$ cat src/lwdc_pkg.sv
// Package with register map, field layouts and types for window decode control.
package lwdc_pkg;
    localparam int          ADDR_W       = 8;
    localparam int          NDEV         = 64;
    localparam logic [7:0]  A_IOMSK_LO   = 8'h20;
    localparam logic [7:0]  A_IOMSK_HI   = 8'h24;
    localparam logic [7:0]  A_SEED       = 8'h30;
    localparam logic [7:0]  A_MEMMSK_LO  = 8'h40;
    localparam logic [7:0]  A_MEMMSK_HI  = 8'h44;
    localparam logic [7:0]  A_BRIDGE_IO  = 8'h60;
    localparam logic [7:0]  A_SRAM_LBASE = 8'h68;
    localparam logic [7:0]  A_SRAM_CFG   = 8'hfc;
    localparam logic [63:0] MASK_RST     = 64'h0000_0000_0000_0000;
    localparam logic [15:0] SEED_RST     = 16'h002e;
    localparam logic [15:0] BRIDGE_RST   = 16'h0000;
    localparam logic [31:0] LBASE_RST    = 32'h0000_0000;
    localparam logic [31:0] CFG_WMASK    = 32'hffff_ff8f;
    localparam logic [31:0] ZERO32       = 32'h0000_0000;
    localparam logic [31:0] ONES32       = 32'hffff_ffff;
    // Logical devices 32 to 63 are reserved and never decode.
    localparam logic [63:0] DEV_IMPL     = 64'h0000_0000_ffff_ffff;
    localparam logic [3:0]  SIZE_MAX     = 4'hc;
    localparam int          BASE_SHIFT   = 8;

    typedef struct packed {
        logic [23:0] ahb_base;
        logic        inhibit;
        logic [2:0]  rsvd;
        logic [3:0]  size;
    } lwdc_sram_cfg_t;

    localparam lwdc_sram_cfg_t CFG_RST = '0;

    typedef struct packed {
        logic        valid;
        logic [31:0] addr;
    } lwdc_mem_req_t;

    typedef struct packed {
        logic        claim;
        logic        refused;
        logic [31:0] ahb_addr;
    } lwdc_mem_rsp_t;
endpackage : lwdc_pkg

$ cat src/lwdc_ctrl.sv
// APB register file and window claim gating for the LPC bridge.
`timescale 1ns/100ps
// Behaviour
// - An I/O disable mask bit of one stops I/O claims for its device.
// - I/O mask bit i belongs to logical device i, listed 0 to 63.
// - Host-domain reset copies the seed, default 002Eh, into 60h.
// - A memory disable mask bit of one stops memory claims.
// - With its mask bit zero a memory window follows its valid flag.
// - Memory mask bits are all read/write; reserved ones do nothing.
// - One LPC memory block maps onto an AHB region with 24-bit base.
// - The AHB base is shifted left by eight, a 256-byte boundary.
// - The inhibit bit refuses host access to the mapped block.
// - The size field gives the low address bits passed; 2^min(size, 12) bytes.
module lwdc_ctrl (
    input  wire logic                   clk,
    input  wire logic                   resetn,
    input  wire logic                   host_domain_reset_n,
    input  wire logic                   psel,
    input  wire logic                   penable,
    input  wire logic                   pwrite,
    input  wire logic [7:0]             paddr,
    input  wire logic [31:0]            pwdata,
    input  wire logic [3:0]             pstrb,
    output logic [31:0]                 prdata,
    output logic                        pready,
    output logic                        pslverr,
    input  wire logic [63:0]            io_hit,
    input  wire logic [63:0]            io_valid,
    input  wire logic [63:0]            mem_hit,
    input  wire logic [63:0]            mem_valid,
    output logic [63:0]                 io_claim,
    output logic [63:0]                 mem_claim,
    output logic [15:0]                 bridge_io_base,
    input  wire lwdc_pkg::lwdc_mem_req_t sram_req,
    output lwdc_pkg::lwdc_mem_rsp_t     sram_rsp
);
    logic [63:0]              io_mask_r;
    logic [63:0]              mem_mask_r;
    logic [15:0]              seed_r;
    logic [15:0]              bridge_r;
    logic [31:0]              lbase_r;
    lwdc_pkg::lwdc_sram_cfg_t cfg_r;
    logic [31:0]              prdata_r;
    logic                     err_r;
    logic [31:0]              rd_nxt;
    logic                     err_nxt;
    logic                     setup;
    logic                     wr;
    logic [2:0]               hrst_s_r;
    logic                     hrst_act_r;
    logic [63:0]              io_claim_nxt;
    logic [63:0]              mem_claim_nxt;

    ////////////////////////////////////////////////////////////////////
    // Merges write data into a register under the byte strobes.
    function automatic logic [31:0] lwdc_merge(
        input logic [31:0] old,
        input logic [31:0] wd,
        input logic [3:0]  strb
    );
        logic [31:0] res;
        res = old;
        for (int b = 0; b < 4; b++) begin
            if (strb[b]) begin
                res[b*8 +: 8] = wd[b*8 +: 8];
            end
        end
        return res;
    endfunction : lwdc_merge

    ////////////////////////////////////////////////////////////////////
    // Read data is sampled in the setup cycle so that it leaves a
    // flip-flop; the cost is nothing, since the slave never waits.
    assign setup   = psel & ~penable;
    assign wr      = psel & penable & pwrite & ~err_r;
    assign pready  = 1'b1;
    assign pslverr = psel & penable & err_r;
    assign prdata  = prdata_r;

    always_comb begin
        rd_nxt  = lwdc_pkg::ZERO32;
        err_nxt = 1'b0;
        if (paddr == lwdc_pkg::A_IOMSK_LO) begin
            rd_nxt = io_mask_r[31:0];
        end else if (paddr == lwdc_pkg::A_IOMSK_HI) begin
            rd_nxt = io_mask_r[63:32];
        end else if (paddr == lwdc_pkg::A_SEED) begin
            rd_nxt = {16'h0000, seed_r};
        end else if (paddr == lwdc_pkg::A_MEMMSK_LO) begin
            rd_nxt = mem_mask_r[31:0];
        end else if (paddr == lwdc_pkg::A_MEMMSK_HI) begin
            rd_nxt = mem_mask_r[63:32];
        end else if (paddr == lwdc_pkg::A_BRIDGE_IO) begin
            rd_nxt = {16'h0000, bridge_r};
        end else if (paddr == lwdc_pkg::A_SRAM_LBASE) begin
            rd_nxt = lbase_r;
        end else if (paddr == lwdc_pkg::A_SRAM_CFG) begin
            rd_nxt = cfg_r & lwdc_pkg::CFG_WMASK;
        end else begin
            err_nxt = 1'b1;
        end
    end

    always_ff @(posedge clk or negedge resetn) begin
        if (!resetn) begin
            prdata_r <= lwdc_pkg::ZERO32;
            err_r    <= 1'b0;
        end else if (setup) begin
            prdata_r <= rd_nxt;
            err_r    <= err_nxt;
        end
    end

    ////////////////////////////////////////////////////////////////////
    // Disable masks; both clear on system reset.
    always_ff @(posedge clk or negedge resetn) begin
        if (!resetn) begin
            io_mask_r <= lwdc_pkg::MASK_RST;
        end else if (wr && paddr == lwdc_pkg::A_IOMSK_LO) begin
            io_mask_r[31:0] <= lwdc_merge(io_mask_r[31:0], pwdata,
                                          pstrb);
        end else if (wr && paddr == lwdc_pkg::A_IOMSK_HI) begin
            io_mask_r[63:32] <= lwdc_merge(io_mask_r[63:32], pwdata,
                                           pstrb);
        end
    end

    always_ff @(posedge clk or negedge resetn) begin
        if (!resetn) begin
            mem_mask_r <= lwdc_pkg::MASK_RST;
        end else if (wr && paddr == lwdc_pkg::A_MEMMSK_LO) begin
            mem_mask_r[31:0] <= lwdc_merge(mem_mask_r[31:0], pwdata,
                                           pstrb);
        end else if (wr && paddr == lwdc_pkg::A_MEMMSK_HI) begin
            mem_mask_r[63:32] <= lwdc_merge(mem_mask_r[63:32], pwdata,
                                            pstrb);
        end
    end

    ////////////////////////////////////////////////////////////////////
    // Seed and host memory mapping registers.
    always_ff @(posedge clk or negedge resetn) begin
        if (!resetn) begin
            seed_r <= lwdc_pkg::SEED_RST;
        end else if (wr && paddr == lwdc_pkg::A_SEED) begin
            seed_r <= 16'(lwdc_merge({16'h0000, seed_r}, pwdata, pstrb));
        end
    end

    always_ff @(posedge clk or negedge resetn) begin
        if (!resetn) begin
            cfg_r <= lwdc_pkg::CFG_RST;
        end else if (wr && paddr == lwdc_pkg::A_SRAM_CFG) begin
            cfg_r <= lwdc_merge(cfg_r, pwdata, pstrb)
                     & lwdc_pkg::CFG_WMASK;
        end
    end

    always_ff @(posedge clk or negedge resetn) begin
        if (!resetn) begin
            lbase_r <= lwdc_pkg::LBASE_RST;
        end else if (wr && paddr == lwdc_pkg::A_SRAM_LBASE) begin
            lbase_r <= lwdc_merge(lbase_r, pwdata, pstrb);
        end
    end

    ////////////////////////////////////////////////////////////////////
    // Host-domain reset arrives from a pin: three stages, and a change
    // counts only once the second and third stages agree.
    always_ff @(posedge clk or negedge resetn) begin
        if (!resetn) begin
            hrst_s_r <= 3'b111;
        end else begin
            hrst_s_r <= {hrst_s_r[1:0], host_domain_reset_n};
        end
    end

    always_ff @(posedge clk or negedge resetn) begin
        if (!resetn) begin
            hrst_act_r <= 1'b0;
        end else if (!hrst_s_r[1] && !hrst_s_r[2]) begin
            hrst_act_r <= 1'b1;
        end else if (hrst_s_r[1] && hrst_s_r[2]) begin
            hrst_act_r <= 1'b0;
        end
    end

    // The seed is reloaded on every cycle of host-domain reset, so the
    // value that counts is the one standing when that reset ends.
    always_ff @(posedge clk or negedge resetn) begin
        if (!resetn) begin
            bridge_r <= lwdc_pkg::BRIDGE_RST;
        end else if (hrst_act_r) begin
            bridge_r <= seed_r;
        end else if (wr && paddr == lwdc_pkg::A_BRIDGE_IO) begin
            bridge_r <= 16'(lwdc_merge({16'h0000, bridge_r}, pwdata,
                                       pstrb));
        end
    end

    assign bridge_io_base = bridge_r;

    ////////////////////////////////////////////////////////////////////
    // Per-device claim gating. Reserved device numbers never claim, so
    // their mask bits store a value but steer nothing.
    for (genvar i = 0; i < lwdc_pkg::NDEV; i++) begin : g_dev
        assign io_claim_nxt[i]  = io_hit[i] & io_valid[i]
                                  & lwdc_pkg::DEV_IMPL[i]
                                  & ~io_mask_r[i];
        assign mem_claim_nxt[i] = mem_hit[i] & mem_valid[i]
                                  & lwdc_pkg::DEV_IMPL[i]
                                  & ~mem_mask_r[i];
    end

    always_ff @(posedge clk or negedge resetn) begin
        if (!resetn) begin
            io_claim  <= lwdc_pkg::MASK_RST;
            mem_claim <= lwdc_pkg::MASK_RST;
        end else begin
            io_claim  <= io_claim_nxt;
            mem_claim <= mem_claim_nxt;
        end
    end

    ////////////////////////////////////////////////////////////////////
    // Alignment of the AHB base to the block size is left to firmware;
    // the low bits of a misaligned base are simply replaced by host address bits.
    lwdc_sram_xlate u_xlate (
        .clk      (clk),
        .resetn   (resetn),
        .cfg      (cfg_r),
        .lpc_base (lbase_r),
        .req      (sram_req),
        .rsp      (sram_rsp)
    );
endmodule : lwdc_ctrl

$ cat src/lwdc_sram_xlate.sv
// Host memory block claim and LPC to AHB address translation.
`timescale 1ns/100ps
module lwdc_sram_xlate (
    input  wire logic                    clk,
    input  wire logic                    resetn,
    input  wire lwdc_pkg::lwdc_sram_cfg_t cfg,
    input  wire logic [31:0]             lpc_base,
    input  wire lwdc_pkg::lwdc_mem_req_t req,
    output lwdc_pkg::lwdc_mem_rsp_t      rsp
);
    logic [3:0]  size_eff;
    logic [31:0] pass_mask;
    logic [31:0] base_ahb;
    logic        in_block;

    ////////////////////////////////////////////////////////////////////
    // Sizes above the largest legal one are clamped, so a bad program
    // still yields a bounded, predictable window.
    assign size_eff  = (cfg.size > lwdc_pkg::SIZE_MAX) ?
                       lwdc_pkg::SIZE_MAX : cfg.size;
    assign pass_mask = ~(lwdc_pkg::ONES32 << size_eff);
    assign base_ahb  = 32'(cfg.ahb_base)
                       << lwdc_pkg::BASE_SHIFT;
    assign in_block  = ((req.addr ^ lpc_base) & ~pass_mask)
                       == lwdc_pkg::ZERO32;

    always_ff @(posedge clk or negedge resetn) begin
        if (!resetn) begin
            rsp <= '0;
        end else begin
            rsp.claim    <= req.valid & in_block
                            & ~cfg.inhibit;
            rsp.refused  <= req.valid & in_block
                            & cfg.inhibit;
            if (req.valid && in_block) begin
                rsp.ahb_addr <= (base_ahb & ~pass_mask)
                                | (req.addr & pass_mask);
            end
        end
    end
endmodule : lwdc_sram_xlate

$ cat config.mk
export PLATFORM = sky130hd
export DESIGN_NAME = lwdc_ctrl
export DESIGN_NICKNAME = d
export VERILOG_FILES = /design/src/lwdc_pkg.sv /design/src/lwdc_ctrl.sv /design/src/lwdc_sram_xlate.sv
export SDC_FILE = /design/constraint.sdc
export NUM_CORES = 1
export LEC_CHECK = 0
export BUFFER_PORTS_ARGS = -buffer_cell sky130_fd_sc_hd__buf_2
export CAP_MARGIN = 20
export CORE_AREA = 2 2 216 218
export CTS_CLUSTER_DIAMETER = 150
export DETAILED_ROUTE_END_ITERATION = 12
export DIE_AREA = 0 0 218 220
export PLACE_DENSITY = 0.74
export SYNTH_ARGS = -nofsm -noshare
export SYNTH_HDL_FRONTEND = slang
export SYNTH_SLANG_ARGS = --single-unit
$ cat constraint.sdc
create_clock -name clk -period 1.8 [get_ports clk]
set_input_delay 0 -clock clk [delete_from_list [all_inputs] [get_ports clk]]
set_output_delay 0 -clock clk [all_outputs]
set_load 0.02 [all_outputs]
**After elaboration in Yosys (flattened, before gate mapping)**

Cells that the tools add are included.
Widths: inputs -> output; s select.

- Mux-type cells: 23
- Equal/unequal tests: 8
- Reductions and logical operators: 46
- Bitwise gates (word level): 212
- Shift-type cells: 1
- Magnitude comparators: 1

Operators with widths:

| operator | number |
|---|---|
| $mux 32 | 8 |
| $and 1x1->1 | 136 |
| $and 32x32->32 | 3 |
| $not 1->1 | 69 |
| $not 32->32 | 2 |
| $reduce_and 2->1 | 20 |
| $eq 8x7->1 const B | 4 |
| $logic_not 32->1 | 1 |
| $mux 16 | 2 |
| $or 32x32->32 | 1 |
| $shl 32x4->32 const A | 1 |
| $xor 32x32->32 | 1 |
| $eq 8x6->1 const B | 3 |
| $reduce_and 3->1 | 8 |
| $mux 8 | 2 |
| $logic_and 1x1->1 | 11 |
| $mux 1 | 10 |
| $eq 8x8->1 const B | 1 |
| $reduce_bool 2->1 | 4 |
| $gt 4x4->1 const B | 1 |
| $mux 4 | 1 |
| $logic_not 1->1 | 2 |

- Register bits: 356
- Output and inout port bits: 212

**Depth between registers and ports, before layout**

Gate-level depths: netlist of the first run.

- Word-level depth: 9
- Gate-level depth with buffers: 8

**By module**

A second synthesis of the first run with hierarchy kept.

- Cell total of the unflattened synthesis: 1,420
- Area total of the unflattened synthesis: 17,191.5 µm²

Modules (own cells, without submodules):

| module | cells an instance | area an instance (µm²) | instances |
|---|---|---|---|
| lwdc_ctrl | 1,272 | 15,235.9 | 1 |
| lwdc_sram_xlate | 148 | 1,955.6 | 1 |

**Worst setup path before layout of the first run**

OpenSTA, ideal clock, no wires.

- Kind: reg-to-reg
- Start point: reg cfg_r[1] (netlist bit)
- End point: reg u_xlate.rsp[15] (netlist bit)
- Setup slack: -0.144 ns
- Stages on the path, launching flop included: 8
- Arrival time: 1.816 ns
- Library setup time: 0.128 ns
- Data required time: 1.672 ns
- Cell sequence: dfrtp_1 > buf_2 > or2_1 > a21oi_1 > a222oi_1 > nand4_1 > buf_2 > mux2_1

- Longest elaborated chain between the ends: 8
- Elaborated cells between the ends (all ways): 11
- Those cells by class: 1 x order compare; 1 x shift; 1 x mux; 6 x bitwise; 2 x reduce/logical

Ends and longest elaborated chain:

| what | line | source |
|---|---|---|
| start, declared | lwdc_ctrl.sv:42 | `lwdc_pkg::lwdc_sram_cfg_t cfg_r;` |
| start signal, assigned | lwdc_ctrl.sv:152 | `cfg_r <= lwdc_pkg::CFG_RST;` |
| start signal, assigned | lwdc_ctrl.sv:154 | `cfg_r <= lwdc_merge(cfg_r, pwdata, pstrb)` |
| $gt 4x4->1 | lwdc_sram_xlate.sv:19 | `assign size_eff = (cfg.size > lwdc_pkg::SIZE_MAX) ?` |
| $mux 4 * | lwdc_sram_xlate.sv:19 |  |
| $shl 32x4->32 * | lwdc_sram_xlate.sv:21 | `assign pass_mask = ~(lwdc_pkg::ONES32 << size_eff);` |
| $not 32->32 * | lwdc_sram_xlate.sv:21 |  |
| $not 32->32 | lwdc_sram_xlate.sv:24, lwdc_sram_xlate.sv:36 |  |
| $and 32x32->32 | lwdc_sram_xlate.sv:24 | `assign in_block = ((req.addr ^ lpc_base) & ~pass_mask)` |
| $logic_not 32->1 | lwdc_sram_xlate.sv:24 |  |
| $logic_and 1x1->1 | lwdc_sram_xlate.sv:35 | `if (req.valid && in_block) begin` |
| end, declared | lwdc_sram_xlate.sv:9 | `output lwdc_pkg::lwdc_mem_rsp_t rsp` |

Every way passes the cells marked *; elsewhere a longest branch is shown, timed or not.
A chain may end at the register's enable or synchronous reset.

**Worst setup path after layout of the first run**

- Start point: reg lbase_r[12]
- End point: reg u_xlate.rsp[21] (netlist bit)

- Longest elaborated chain between the ends: 4

Ends and longest elaborated chain:

| what | line | source |
|---|---|---|
| start, declared | lwdc_ctrl.sv:41 | `logic [31:0] lbase_r;` |
| start signal, assigned | lwdc_ctrl.sv:161 | `lbase_r <= lwdc_pkg::LBASE_RST;` |
| start signal, assigned | lwdc_ctrl.sv:163 | `lbase_r <= lwdc_merge(lbase_r, pwdata, pstrb);` |
| $xor 32x32->32 | lwdc_sram_xlate.sv:24 |  |
| $and 32x32->32 | lwdc_sram_xlate.sv:24 |  |
| $logic_not 32->1 | lwdc_sram_xlate.sv:24 |  |
| $logic_and 1x1->1 | lwdc_sram_xlate.sv:35 |  |

Every way passes these cells.

==> impl_metrics.env, run 1 <==
export IMPL_outcome="complete, but fails checks"
export IMPL_violations="setup timing"
export IMPL_drtPass1Iterations=7
export IMPL_fin_nets=2442
export IMPL_wl_per_cell_um=21.6
export IMPL_rows=79
export IMPL_ir_worst_vdd_mv=0.556
export IMPL_slew_headroom_pct=45.9
export IMPL_top_layer_used="met5"
export IMPL_drv_slew=0
export IMPL_die_w_um=218
export IMPL_clockBufferDepth=3
export IMPL_areaGrowthSynthToFinish_pct=42.4
export IMPL_grt_pass1_vias=14500
export IMPL_grt_overflow_total=0
export IMPL_ant_nets=0
export IMPL_crit_type="reg2reg"
export IMPL_endpoint_kind="register"
export IMPL_cts_made_buffers=41
export IMPL_placed_area_um2=20000
export IMPL_power_density_nw_per_um2=831
export IMPL_cap_viol_max_count=0
export IMPL_setup_ws_ns=-0.377
export IMPL_path_max_fanout=18
export IMPL_rsz0062_at_grt="yes"
export IMPL_wl_met2_um=28400
export IMPL_hold_viol=0
export IMPL_hpwl_um=43300
export IMPL_worstMarginPinSlew_ns=0.812
export IMPL_synth_seq_area_share_pct=54.4
export IMPL_htreeDepth=2
export IMPL_wl_um=59200
export IMPL_cts_sinks=356
export IMPL_grt_total_usage_pct=24.4
export IMPL_root_buffer="clkbuf_16"
export IMPL_portBuffers=357
export IMPL_synthDistinctLibCells=65
export IMPL_arrival_ns=2.63
export IMPL_via_per_inst=5.14
export IMPL_ys_async_sr_fraction_pct=100
export IMPL_place_congestion=0.873
export IMPL_required_ns=2.25
export IMPL_p_leak_nw=11.8
export IMPL_dr_first_iter_drc_count=1003
export IMPL_clk_pin_slew_ns=0.06
export IMPL_ios=551
export IMPL_synth_seq_cells=356
export IMPL_grt_pass1_wl_um=87700
export IMPL_min_period_ns=2.18
export IMPL_m1WireLength_um=24800
export IMPL_period_share_pct=121
export IMPL_dieArea_um2=48000
export IMPL_post_route_cell_area_um2=23300
export IMPL_ys_flop_type="dfrtp_1"
export IMPL_syn_area_um2=16400
export IMPL_antenna_found_initial=5
export IMPL_layout_drive_gt1_share_pct=38.8
export IMPL_startpoint_type="register"
export IMPL_vias=14100
export IMPL_initial_core_util_pct=35.7
export IMPL_tritoncts="yes"
export IMPL_die_height_um=220
export IMPL_netlist_instances=1418
export IMPL_min_path_type="in2reg"
export IMPL_syn_area_per_cell_um2=11.6
export IMPL_fmax_mhz=459
export IMPL_coreArea_um2=45900
export IMPL_power_mw=19.4
export IMPL_synth_edf_count=0
export IMPL_setup_tns_ns=-10.58
export IMPL_finalSetupViolations=32
export IMPL_skew_ns=0.0247
export IMPL_wl_met3_um=4000
export IMPL_insertion_delay_ns=0.57
export IMPL_yosys_warnings=0
export IMPL_grt_start_max_net_pins=66
export IMPL_drc=0
export IMPL_fin_util_pct=50.8
Yosys cell counts, drive strengths merged (5+ instances only):
cell type	number	share of area, %
dfstp	7	1.1
dfrtp	349	53
and3	11	0.42
buf	93	3.9
nor2b	9	0.34
a221oi	18	0.96
a22o	17	0.91
o31ai	8	0.37
nand3	23	0.70
nor4b	5	0.42
nor2	94	2.2
or3	5	0.19
nand3b	14	0.64
or4b	7	0.43
xnor2	26	1.4
xor2	6	0.32
inv	9	0.21
mux2i	22	1.3
a31oi	6	0.23
nor3	9	0.37
and2	11	0.42
nand4	8	0.31
o21ai	102	3.1
nand2	135	3.2
o211ai	18	0.83
a21oi	57	1.7
mux2	237	16
a22oi	19	0.87
clkbuf	48	1.1
what timing repair did:
action                                  4_1_cts  5_1_grt
pin swaps                                     0        3
gates cloned                                  0        0
buffers inserted                              2        0
hold buffers                                182        0
endpoints found under the setup margin      107      112
gates resized for setup                       9       22
hold endpoints to repair                    650        0
report_power, final:
group          internal (mW)  total [mW]  switching [mW]  leakage (nW)
Combinational          0.936        2.31            1.38          6.32
Sequential              8.23        8.41           0.175          4.82
Clock                   5.27        8.65            3.38         0.692
Total                   14.4        19.4            4.93          11.8
cells in the final DEF (no fill, tap or decap), types with 5 or more instances in the layout:
cell type | synthesis | routed
mux2_2 | 155 | 155
o211ai_1 | 18 | 18
or3_1 | 5 | 5
nand3b_1 | 14 | 14
nor2_1 | 92 | 92
xnor2_1 | 26 | 26
a221oi_1 | 18 | 18
o21ai_0 | 81 | 81
mux2_1 | 82 | 58
conb_1 | 2 | 65
mux2_4 | 0 | 24
nand2_1 | 128 | 126
and2_4 | 0 | 6
nand3_1 | 23 | 23
clkbuf_8 | 0 | 8
dfstp_2 | 7 | 7
nand4_1 | 8 | 8
and3_1 | 11 | 11
buf_4 | 69 | 164
dfrtp_1 | 349 | 349
a31oi_1 | 6 | 6
a22oi_1 | 19 | 19
o21ai_1 | 21 | 21
clkbuf_1 | 48 | 10
a22o_1 | 17 | 17
xor2_1 | 6 | 6
nor3_1 | 7 | 7
clkbuf_16 | 0 | 43
inv_1 | 9 | 9
dlygate4sd3_1 | 0 | 181
clkinv_2 | 0 | 8
o31ai_1 | 8 | 8
mux2i_1 | 22 | 22
a21oi_1 | 57 | 56
buf_12 | 0 | 12
buf_2 | 23 | 356
nand2_2 | 7 | 7
nor2b_1 | 9 | 8
sequential cells by signal (all words and copies together) (netlist names), 3 cells and up:
| name | cells |
|---|---|
| prdata | 32 |
| lbase_r | 32 |
| mem_mask_r | 64 |
| mem_claim | 32 |
| cfg_r | 29 |
| io_mask_r | 64 |
| bridge_io_base | 16 |
| hrst_s_r | 3 |
| u_xlate.rsp | 34 |
| seed_r | 16 |
| io_claim | 32 |
worst max-delay path, stage by stage, from the launching register on:
cell and delay [ns]:
dfrtp_1 0.44, xnor2_1 0.18, nand4_1 0.23, nor4_2 0.26
buf_4 0.19, nand4_1 0.16, buf_6 0.25, mux2_4 0.32
metal layers:
metal,track usage [%],up-vias
met3,5.40,118
met2,40.8,525
met5,0,-
met4,8.68,2
met1,31.2,7134
li1,-,6317
final timing paths:
check / slack, ns / from / cells after the start / to
max in group asynchronous: 1.32 / resetn / 3 / mem_claim[28]$_DFF_PN0_
max: -0.38 / lbase_r[12]$_DFFE_PN0P_ / 7 / u_xlate.rsp[21]$_DFFE_PN0P_
min in group asynchronous: 0.10 / resetn / 3 / mem_mask_r[40]$_DFFE_PN0P_
min: 0.01 / pstrb[0] / 4 / mem_mask_r[34]$_DFFE_PN0P_
min reg2reg: 0.36 / hrst_s_r[0]$_DFF_PN1_ / 0 / hrst_s_r[1]$_DFF_PN1_
max reg2reg: -0.38 / lbase_r[12]$_DFFE_PN0P_ / 7 / u_xlate.rsp[21]$_DFFE_PN0P_
layout make-up:
class / instances / area (um2)
Clock inverter: 13 / 169
Timing Repair Buffer: 719 / 5150
Clock buffer: 61 / 1220
Tap cell: 607 / 759
Fill cell: 4107 / 22500
Multi-Input combinational cell: 975 / 7060
Antenna cell: 3 / 7.51
Sequential cell: 356 / 8920
Inverter: 9 / 33.8
per-stage QoR:
| stage | instances | hold slack [ns] | setup slack (ns) |
|---|---|---|---|
| after floorplan | 1481 | -0.296 | -0.139 |
| after global placement | 2483 | -0.0508 | -0.380 |
| after detailed placement | 2483 | -0.0513 | -0.435 |
| after CTS | 2741 | 0.00150 | -0.369 |
| after global routing | 2743 | 0.0221 | -0.454 |
| final | 2743 | 0.0108 | -0.377 |
cells by family after synthesis:
group,share of synthesized area [%]
flip-flops,54.4
AND/OR/NAND/NOR,10.6
AO/OA/AOI/OAI,10.3
XOR/XNOR,1.71
other,0.0459
adder cells (fa/ha/maj),0.0764
buffers and inverters,5.19
multiplexers,17.6
(Power assumes the default switching activity.)
==> inputs of run 2 (changes only) <==
--- a/config.mk
+++ b/config.mk
@@ -11,6 +11,7 @@
 export CTS_CLUSTER_DIAMETER = 150
 export DETAILED_ROUTE_END_ITERATION = 12
 export DIE_AREA = 0 0 218 220
+export HOLD_SLACK_MARGIN = 0.03
 export PLACE_DENSITY = 0.74
 export SYNTH_ARGS = -nofsm -noshare
 export SYNTH_HDL_FRONTEND = slang
==> run 2 against run 1 <==
The run still ends with setup timing left. Utilization is essentially flat. Total power is essentially flat. Setup slack gained 0.00067 ns. Cell count is essentially flat. Sequential cell count is the same. Die area is the same. Critical path depth is the same.
==> impl_metrics.env, run 2 (synthesis results as in run 1) <==
export IMPL_min_period_ns=2.18
export IMPL_grt_pass1_wl_um=87800
export IMPL_ios=551
export IMPL_min_path_type="in2async"
export IMPL_drv_slew=0
export IMPL_r2r_start="lbase_r[12]$_DFFE_PN0P_"
export IMPL_clockBufferDepth=3
export IMPL_dr_first_iter_drc_count=980
export IMPL_worstMarginPinSlew_ns=0.805
export IMPL_setup_tns_ns=-10.62
export IMPL_grt_pass1_vias=14500
export IMPL_cts_made_buffers=41
export IMPL_areaGrowthSynthToFinish_pct=42.5
export IMPL_p_leak_nw=11.8
export IMPL_power_density_nw_per_um2=830
export IMPL_path_max_fanout=18
export IMPL_skew_ns=0.0224
export IMPL_placed_area_um2=20000
export IMPL_via_per_inst=5.13
export IMPL_largestRegisters="io_mask_r (64), mem_mask_r (64), u_xlate.rsp (34)"
export IMPL_tritoncts="yes"
export IMPL_r2r_cells=7
export IMPL_required_ns=2.25
export IMPL_post_route_cell_area_um2=23300
export IMPL_vias=14100
export IMPL_die_w_um=218
export IMPL_slew_headroom_pct=46.3
export IMPL_crit_type="reg2reg"
export IMPL_violations="setup timing"
export IMPL_wl_um=59200
export IMPL_grt_start_max_net_pins=66
export IMPL_cap_viol_max_count=0
export IMPL_r2r_slack_ns=-0.38
export IMPL_arrival_ns=2.62
export IMPL_dieArea_um2=48000
export IMPL_period_share_pct=121
export IMPL_setup_ws_ns=-0.377
export IMPL_fill_cells=4103
export IMPL_outcome="complete, but fails checks"
export IMPL_portBuffers=357
export IMPL_grt_total_usage_pct=24.5
export IMPL_hpwl_um=43300
export IMPL_fin_nets=2444
export IMPL_reg2reg_to="u_xlate.rsp[24]$_DFFE_PN0P_"
export IMPL_endpoint_kind="register"
export IMPL_antenna_found_initial=4
export IMPL_coreArea_um2=45900
export IMPL_cts_sinks=356
export IMPL_grt_overflow_total=0
export IMPL_place_congestion=0.873
export IMPL_layout_drive_gt1_share_pct=38.8
export IMPL_startpoint_type="register"
export IMPL_insertion_delay_ns=0.57
export IMPL_wl_per_cell_um=21.6
export IMPL_hold_viol=0
export IMPL_rows=79
export IMPL_drc=0
export IMPL_ir_worst_vdd_mv=0.558
export IMPL_root_buffer="clkbuf_16"
export IMPL_power_mw=19.4
export IMPL_mostFrequentLayoutCells="buf_2, dfrtp_1, dlygate4sd3_1"
export IMPL_die_height_um=220
export IMPL_rsz0062_at_grt="yes"
export IMPL_layout_commonest_cell="buf_2"
export IMPL_post_place_ws_ns=-0.435
export IMPL_fmax_mhz=459
export IMPL_clk_pin_slew_ns=0.06
export IMPL_ant_nets=0
export IMPL_finalSetupViolations=32
export IMPL_htreeDepth=2
export IMPL_initial_core_util_pct=35.7
export IMPL_drtPass1Iterations=7
run 2: cell types whose count changed in the layout (fill, tap and decap cells not counted):
cell and delta:
dlygate4sd3_1 +2
run 2: routing by layer:
metal  global-route usage [%]  up-vias  share of wire (%)
met2                     40.8      533                 48
met3                     5.42      117                6.7
met1                     31.2     7102                 42
met4                     8.80        2                3.4
li1                         -     6322                  -
met5                        0        -              0.019
run 2: through the flow:
stage,hold WS (ns),util (%),std cells
after floorplan,-0.296,-,1481
after global placement,-0.0508,43.6,2483
after detailed placement,-0.0513,43.6,2483
after CTS,0.0835,50.7,2743
after global routing,0.0920,50.9,2745
final,0.0950,50.9,2745
run 2: layout make-up:
cell class	count	area [um2]	area share (%)
multi-input cells	975	7060	30.2
well taps	607	759	3.25
clock inverters	13	169	0.724
inverters	9	33.8	0.145
diodes	3	7.51	0.0322
repair buffers	721	5170	22.2
clock buffers	61	1220	5.24
flip-flops and latches	356	8920	38.2
run 2: report_power, final:
group          total, mW  leakage [nW]  internal [mW]  switching [mW]
clock               8.65         0.692           5.27            3.39
combinational       2.31          6.33          0.939            1.37
sequential          8.41          4.82           8.23           0.176
total               19.4          11.8           14.4            4.94
run 2: how the worst max path moves through the flow:
| stage | from | to | slack, ns | depth (start not counted) |
|---|---|---|---|---|
| after floorplan | cfg_r[1]$_DFFE_PN0P_ | u_xlate.rsp[15]$_DFFE_PN0P_ | -0.14 | 7 |
| after global placement | lbase_r[12]$_DFFE_PN0P_ | u_xlate.rsp[24]$_DFFE_PN0P_ | -0.38 | 7 |
| after detailed placement | lbase_r[12]$_DFFE_PN0P_ | u_xlate.rsp[16]$_DFFE_PN0P_ | -0.43 | 7 |
| after CTS | lbase_r[12]$_DFFE_PN0P_ | u_xlate.rsp[24]$_DFFE_PN0P_ | -0.37 | 7 |
| after global routing | lbase_r[16]$_DFFE_PN0P_ | u_xlate.rsp[24]$_DFFE_PN0P_ | -0.45 | 7 |
| final | lbase_r[12]$_DFFE_PN0P_ | u_xlate.rsp[24]$_DFFE_PN0P_ | -0.38 | 7 |
run 2: what timing repair did:
action	CTS	global route
hold buffers	184	0
endpoints found under the hold margin	652	0
resized for setup	9	22
buffers inserted	2	0
endpoints found under the setup margin	107	112
pin swaps	0	3
run 2: critical path, stage by stage, from the launching register on:
cell	delay (ns)
dfrtp_1	0.44
xnor2_1	0.18
nand4_1	0.23
nor4_2	0.26
buf_4	0.20
nand4_1	0.16
buf_6	0.25
mux2_4	0.31
==> inputs of run 3 (changes only) <==
--- a/config.mk
+++ b/config.mk
@@ -13,6 +13,7 @@
 export DIE_AREA = 0 0 218 220
 export HOLD_SLACK_MARGIN = 0.03
 export PLACE_DENSITY = 0.74
+export SETUP_SLACK_MARGIN = 0.1
 export SYNTH_ARGS = -nofsm -noshare
 export SYNTH_HDL_FRONTEND = slang
 export SYNTH_SLANG_ARGS = --single-unit
==> run 3 against run 2 <==
Global-route usage shrank 0.16 points. The run still ends with setup timing left. Die area is the same. Critical endpoint is now u_xlate.rsp[31]$_DFFE_PN0P_. Clock skew shrank 0.0077 ns. Design area grew 2.7%. Largest cell class unchanged. Largest power group is now sequential cells. Via count grew 0.77%.
==> impl_metrics.env, run 3 (synthesis results as in run 1) <==
export IMPL_outcome="complete, but fails checks"
export IMPL_violations="setup timing"
export IMPL_layout_drive_gt1_share_pct=41.8
export IMPL_die_w_um=218
export IMPL_layout_commonest_cell="buf_2"
export IMPL_arrival_ns=2.60
export IMPL_max_stage_delay_ns=0.37
export IMPL_startpoint_type="register"
export IMPL_ir_worst_vdd_mv=0.539
export IMPL_slew_headroom_pct=62.6
export IMPL_slowest_stage="dfrtp_1"
export IMPL_cap_viol_max_count=0
export IMPL_place_congestion=0.931
export IMPL_p_leak_nw=12.2
export IMPL_tritoncts="yes"
export IMPL_hold_viol=0
export IMPL_min_path_type="in2reg"
export IMPL_fill_cells=4018
export IMPL_skew_ns=0.0147
export IMPL_grt_met2_usage_pct=40.3
export IMPL_cts_made_buffers=41
export IMPL_path_cells="a211o_1, o211ai_1, nor4_1, buf_4, nand4_1, buf_4, buf_12, mux2_2"
export IMPL_grt_total_usage_pct=24.3
export IMPL_path_max_fanout=9
export IMPL_coreArea_um2=45900
export IMPL_grtUsageMet1_pct=30.4
export IMPL_hold_slack_ns=0.0734
export IMPL_fmax_mhz=464
export IMPL_grtUsageMet3_pct=7.04
export IMPL_power_mw=19.1
export IMPL_min_period_ns=2.16
export IMPL_die_height_um=220
export IMPL_initial_core_util_pct=35.7
export IMPL_insertion_delay_ns=0.56
export IMPL_drtPass1Iterations=6
export IMPL_drv_slew=0
export IMPL_ios=551
export IMPL_rsz0062_at_grt="yes"
export IMPL_clk_pin_slew_ns=0.06
export IMPL_setup_ws_ns=-0.355
export IMPL_htreeDepth=2
export IMPL_crit_type="reg2reg"
export IMPL_power_density_nw_per_um2=797
export IMPL_dieArea_um2=48000
export IMPL_cts_sinks=356
export IMPL_grt_pass1_wl_um=87500
export IMPL_hpwl_um=42400
export IMPL_areaGrowthSynthToFinish_pct=46.4
export IMPL_dr_first_iter_drc_count=1319
export IMPL_vias=14200
export IMPL_root_buffer="clkbuf_16"
export IMPL_largestRegisters="io_mask_r (64), mem_mask_r (64), u_xlate.rsp (34)"
export IMPL_via_per_inst=5.17
export IMPL_cpMostUsedCell="buf_4"
export IMPL_worstMarginPinSlew_ns=0.559
export IMPL_rows=79
export IMPL_ant_nets=0
export IMPL_fin_util_pct=52.3
export IMPL_grt_overflow_total=0
export IMPL_grt_start_max_net_pins=72
export IMPL_grt_pass1_vias=14600
export IMPL_mostFrequentLayoutCells="buf_2, dfrtp_1, dlygate4sd3_1"
export IMPL_drc=0
export IMPL_wl_um=59800
export IMPL_wl_per_cell_um=21.8
export IMPL_period_share_pct=120
export IMPL_fin_nets=2449
export IMPL_finalSetupViolations=37
export IMPL_endpoint_kind="register"
export IMPL_grt_busiest_layer="met2"
export IMPL_required_ns=2.24
export IMPL_clockBufferDepth=3
export IMPL_antenna_found_initial=6
export IMPL_portBuffers=357
==> run 3: cell types whose count changed in the layout (fill, tap and decap cells not counted), sizes merged <==
cell,change
clkinvlp,+3
diode,-1
buf,+6
clkinv,-1
inv,+1
dlygate4sd3,-1
bufinv,-1
clkbuf,-8
==> run 3: layout make-up <==
| class | instances | area [um2] | area share, % |
|---|---|---|---|
| Sequential cell | 356 | 8920 | 37.2 |
| Clock buffer | 53 | 1150 | 4.80 |
| Antenna cell | 2 | 5.00 | 0.0209 |
| Timing Repair Buffer | 726 | 5370 | 22.4 |
| Inverter | 9 | 33.8 | 0.141 |
| Clock inverter | 15 | 169 | 0.704 |
| Tap cell | 607 | 759 | 3.17 |
| Multi-Input combinational cell | 975 | 7570 | 31.6 |
==> run 3: path summary, 6_finish.rpt <==
check                                 startpoint                     endpoint  slack [ns]  depth (start not counted)
min reg2reg                hrst_s_r[0]$_DFF_PN1_        hrst_s_r[1]$_DFF_PN1_        0.36                          0
max in group asynchronous                 resetn        seed_r[5]$_DFFE_PN1P_        0.49                          4
min in group asynchronous                 resetn    io_mask_r[45]$_DFFE_PN0P_        0.51                          3
min                                     paddr[0]        prdata[5]$_DFFE_PN0P_        0.07                          7
max                         cfg_r[0]$_DFFE_PN0P_  u_xlate.rsp[31]$_DFFE_PN0P_       -0.36                          8
max reg2reg                 cfg_r[0]$_DFFE_PN0P_  u_xlate.rsp[31]$_DFFE_PN0P_       -0.36                          8
==> run 3: what timing repair did <==
item	in CTS	in global routing
resized for setup	95	99
setup endpoints to repair	210	182
buffers inserted	5	5
hold buffers	182	0
pin swaps	11	0
gates cloned	1	1
hold endpoints to repair	651	0
==> run 3: critical path, delay by kind of cell, from the launching register on <==
kind            cells  cell delay, ns
compound gates      2            0.63
buf+inv             3            0.48
flops               1            0.37
simple gates        2            0.20
mux                 1            0.34
==> run 3: stage by stage <==
stage	cells	area [um2]	TNS, ns	setup WS, ns
6_report	2743	24000	-9.90	-0.355
2_1_floorplan	1481	16700	-3.22	-0.139
5_1_grt	2741	24000	-13.64	-0.440
4_1_cts	2736	23600	-10.55	-0.362
3_5_place_dp	2480	20000	-23.23	-0.417
3_3_place_gp	2480	20000	-15.93	-0.330
==> run 3: where the power goes <==
group	leakage (nW)	switching, mW	internal (mW)	total, mW
Sequential	4.82	0.162	8.23	8.39
Clock	0.647	3.43	4.93	8.36
Combinational	6.71	1.41	0.945	2.36
Total	12.2	5.00	14.1	19.1
==> run 3: routing by layer <==
layer	part of all wire [%]	routed length, um
met1	40	24000
met2	48	28500
met3	8.9	5300
met4	3.2	1910
met5	0.059	35
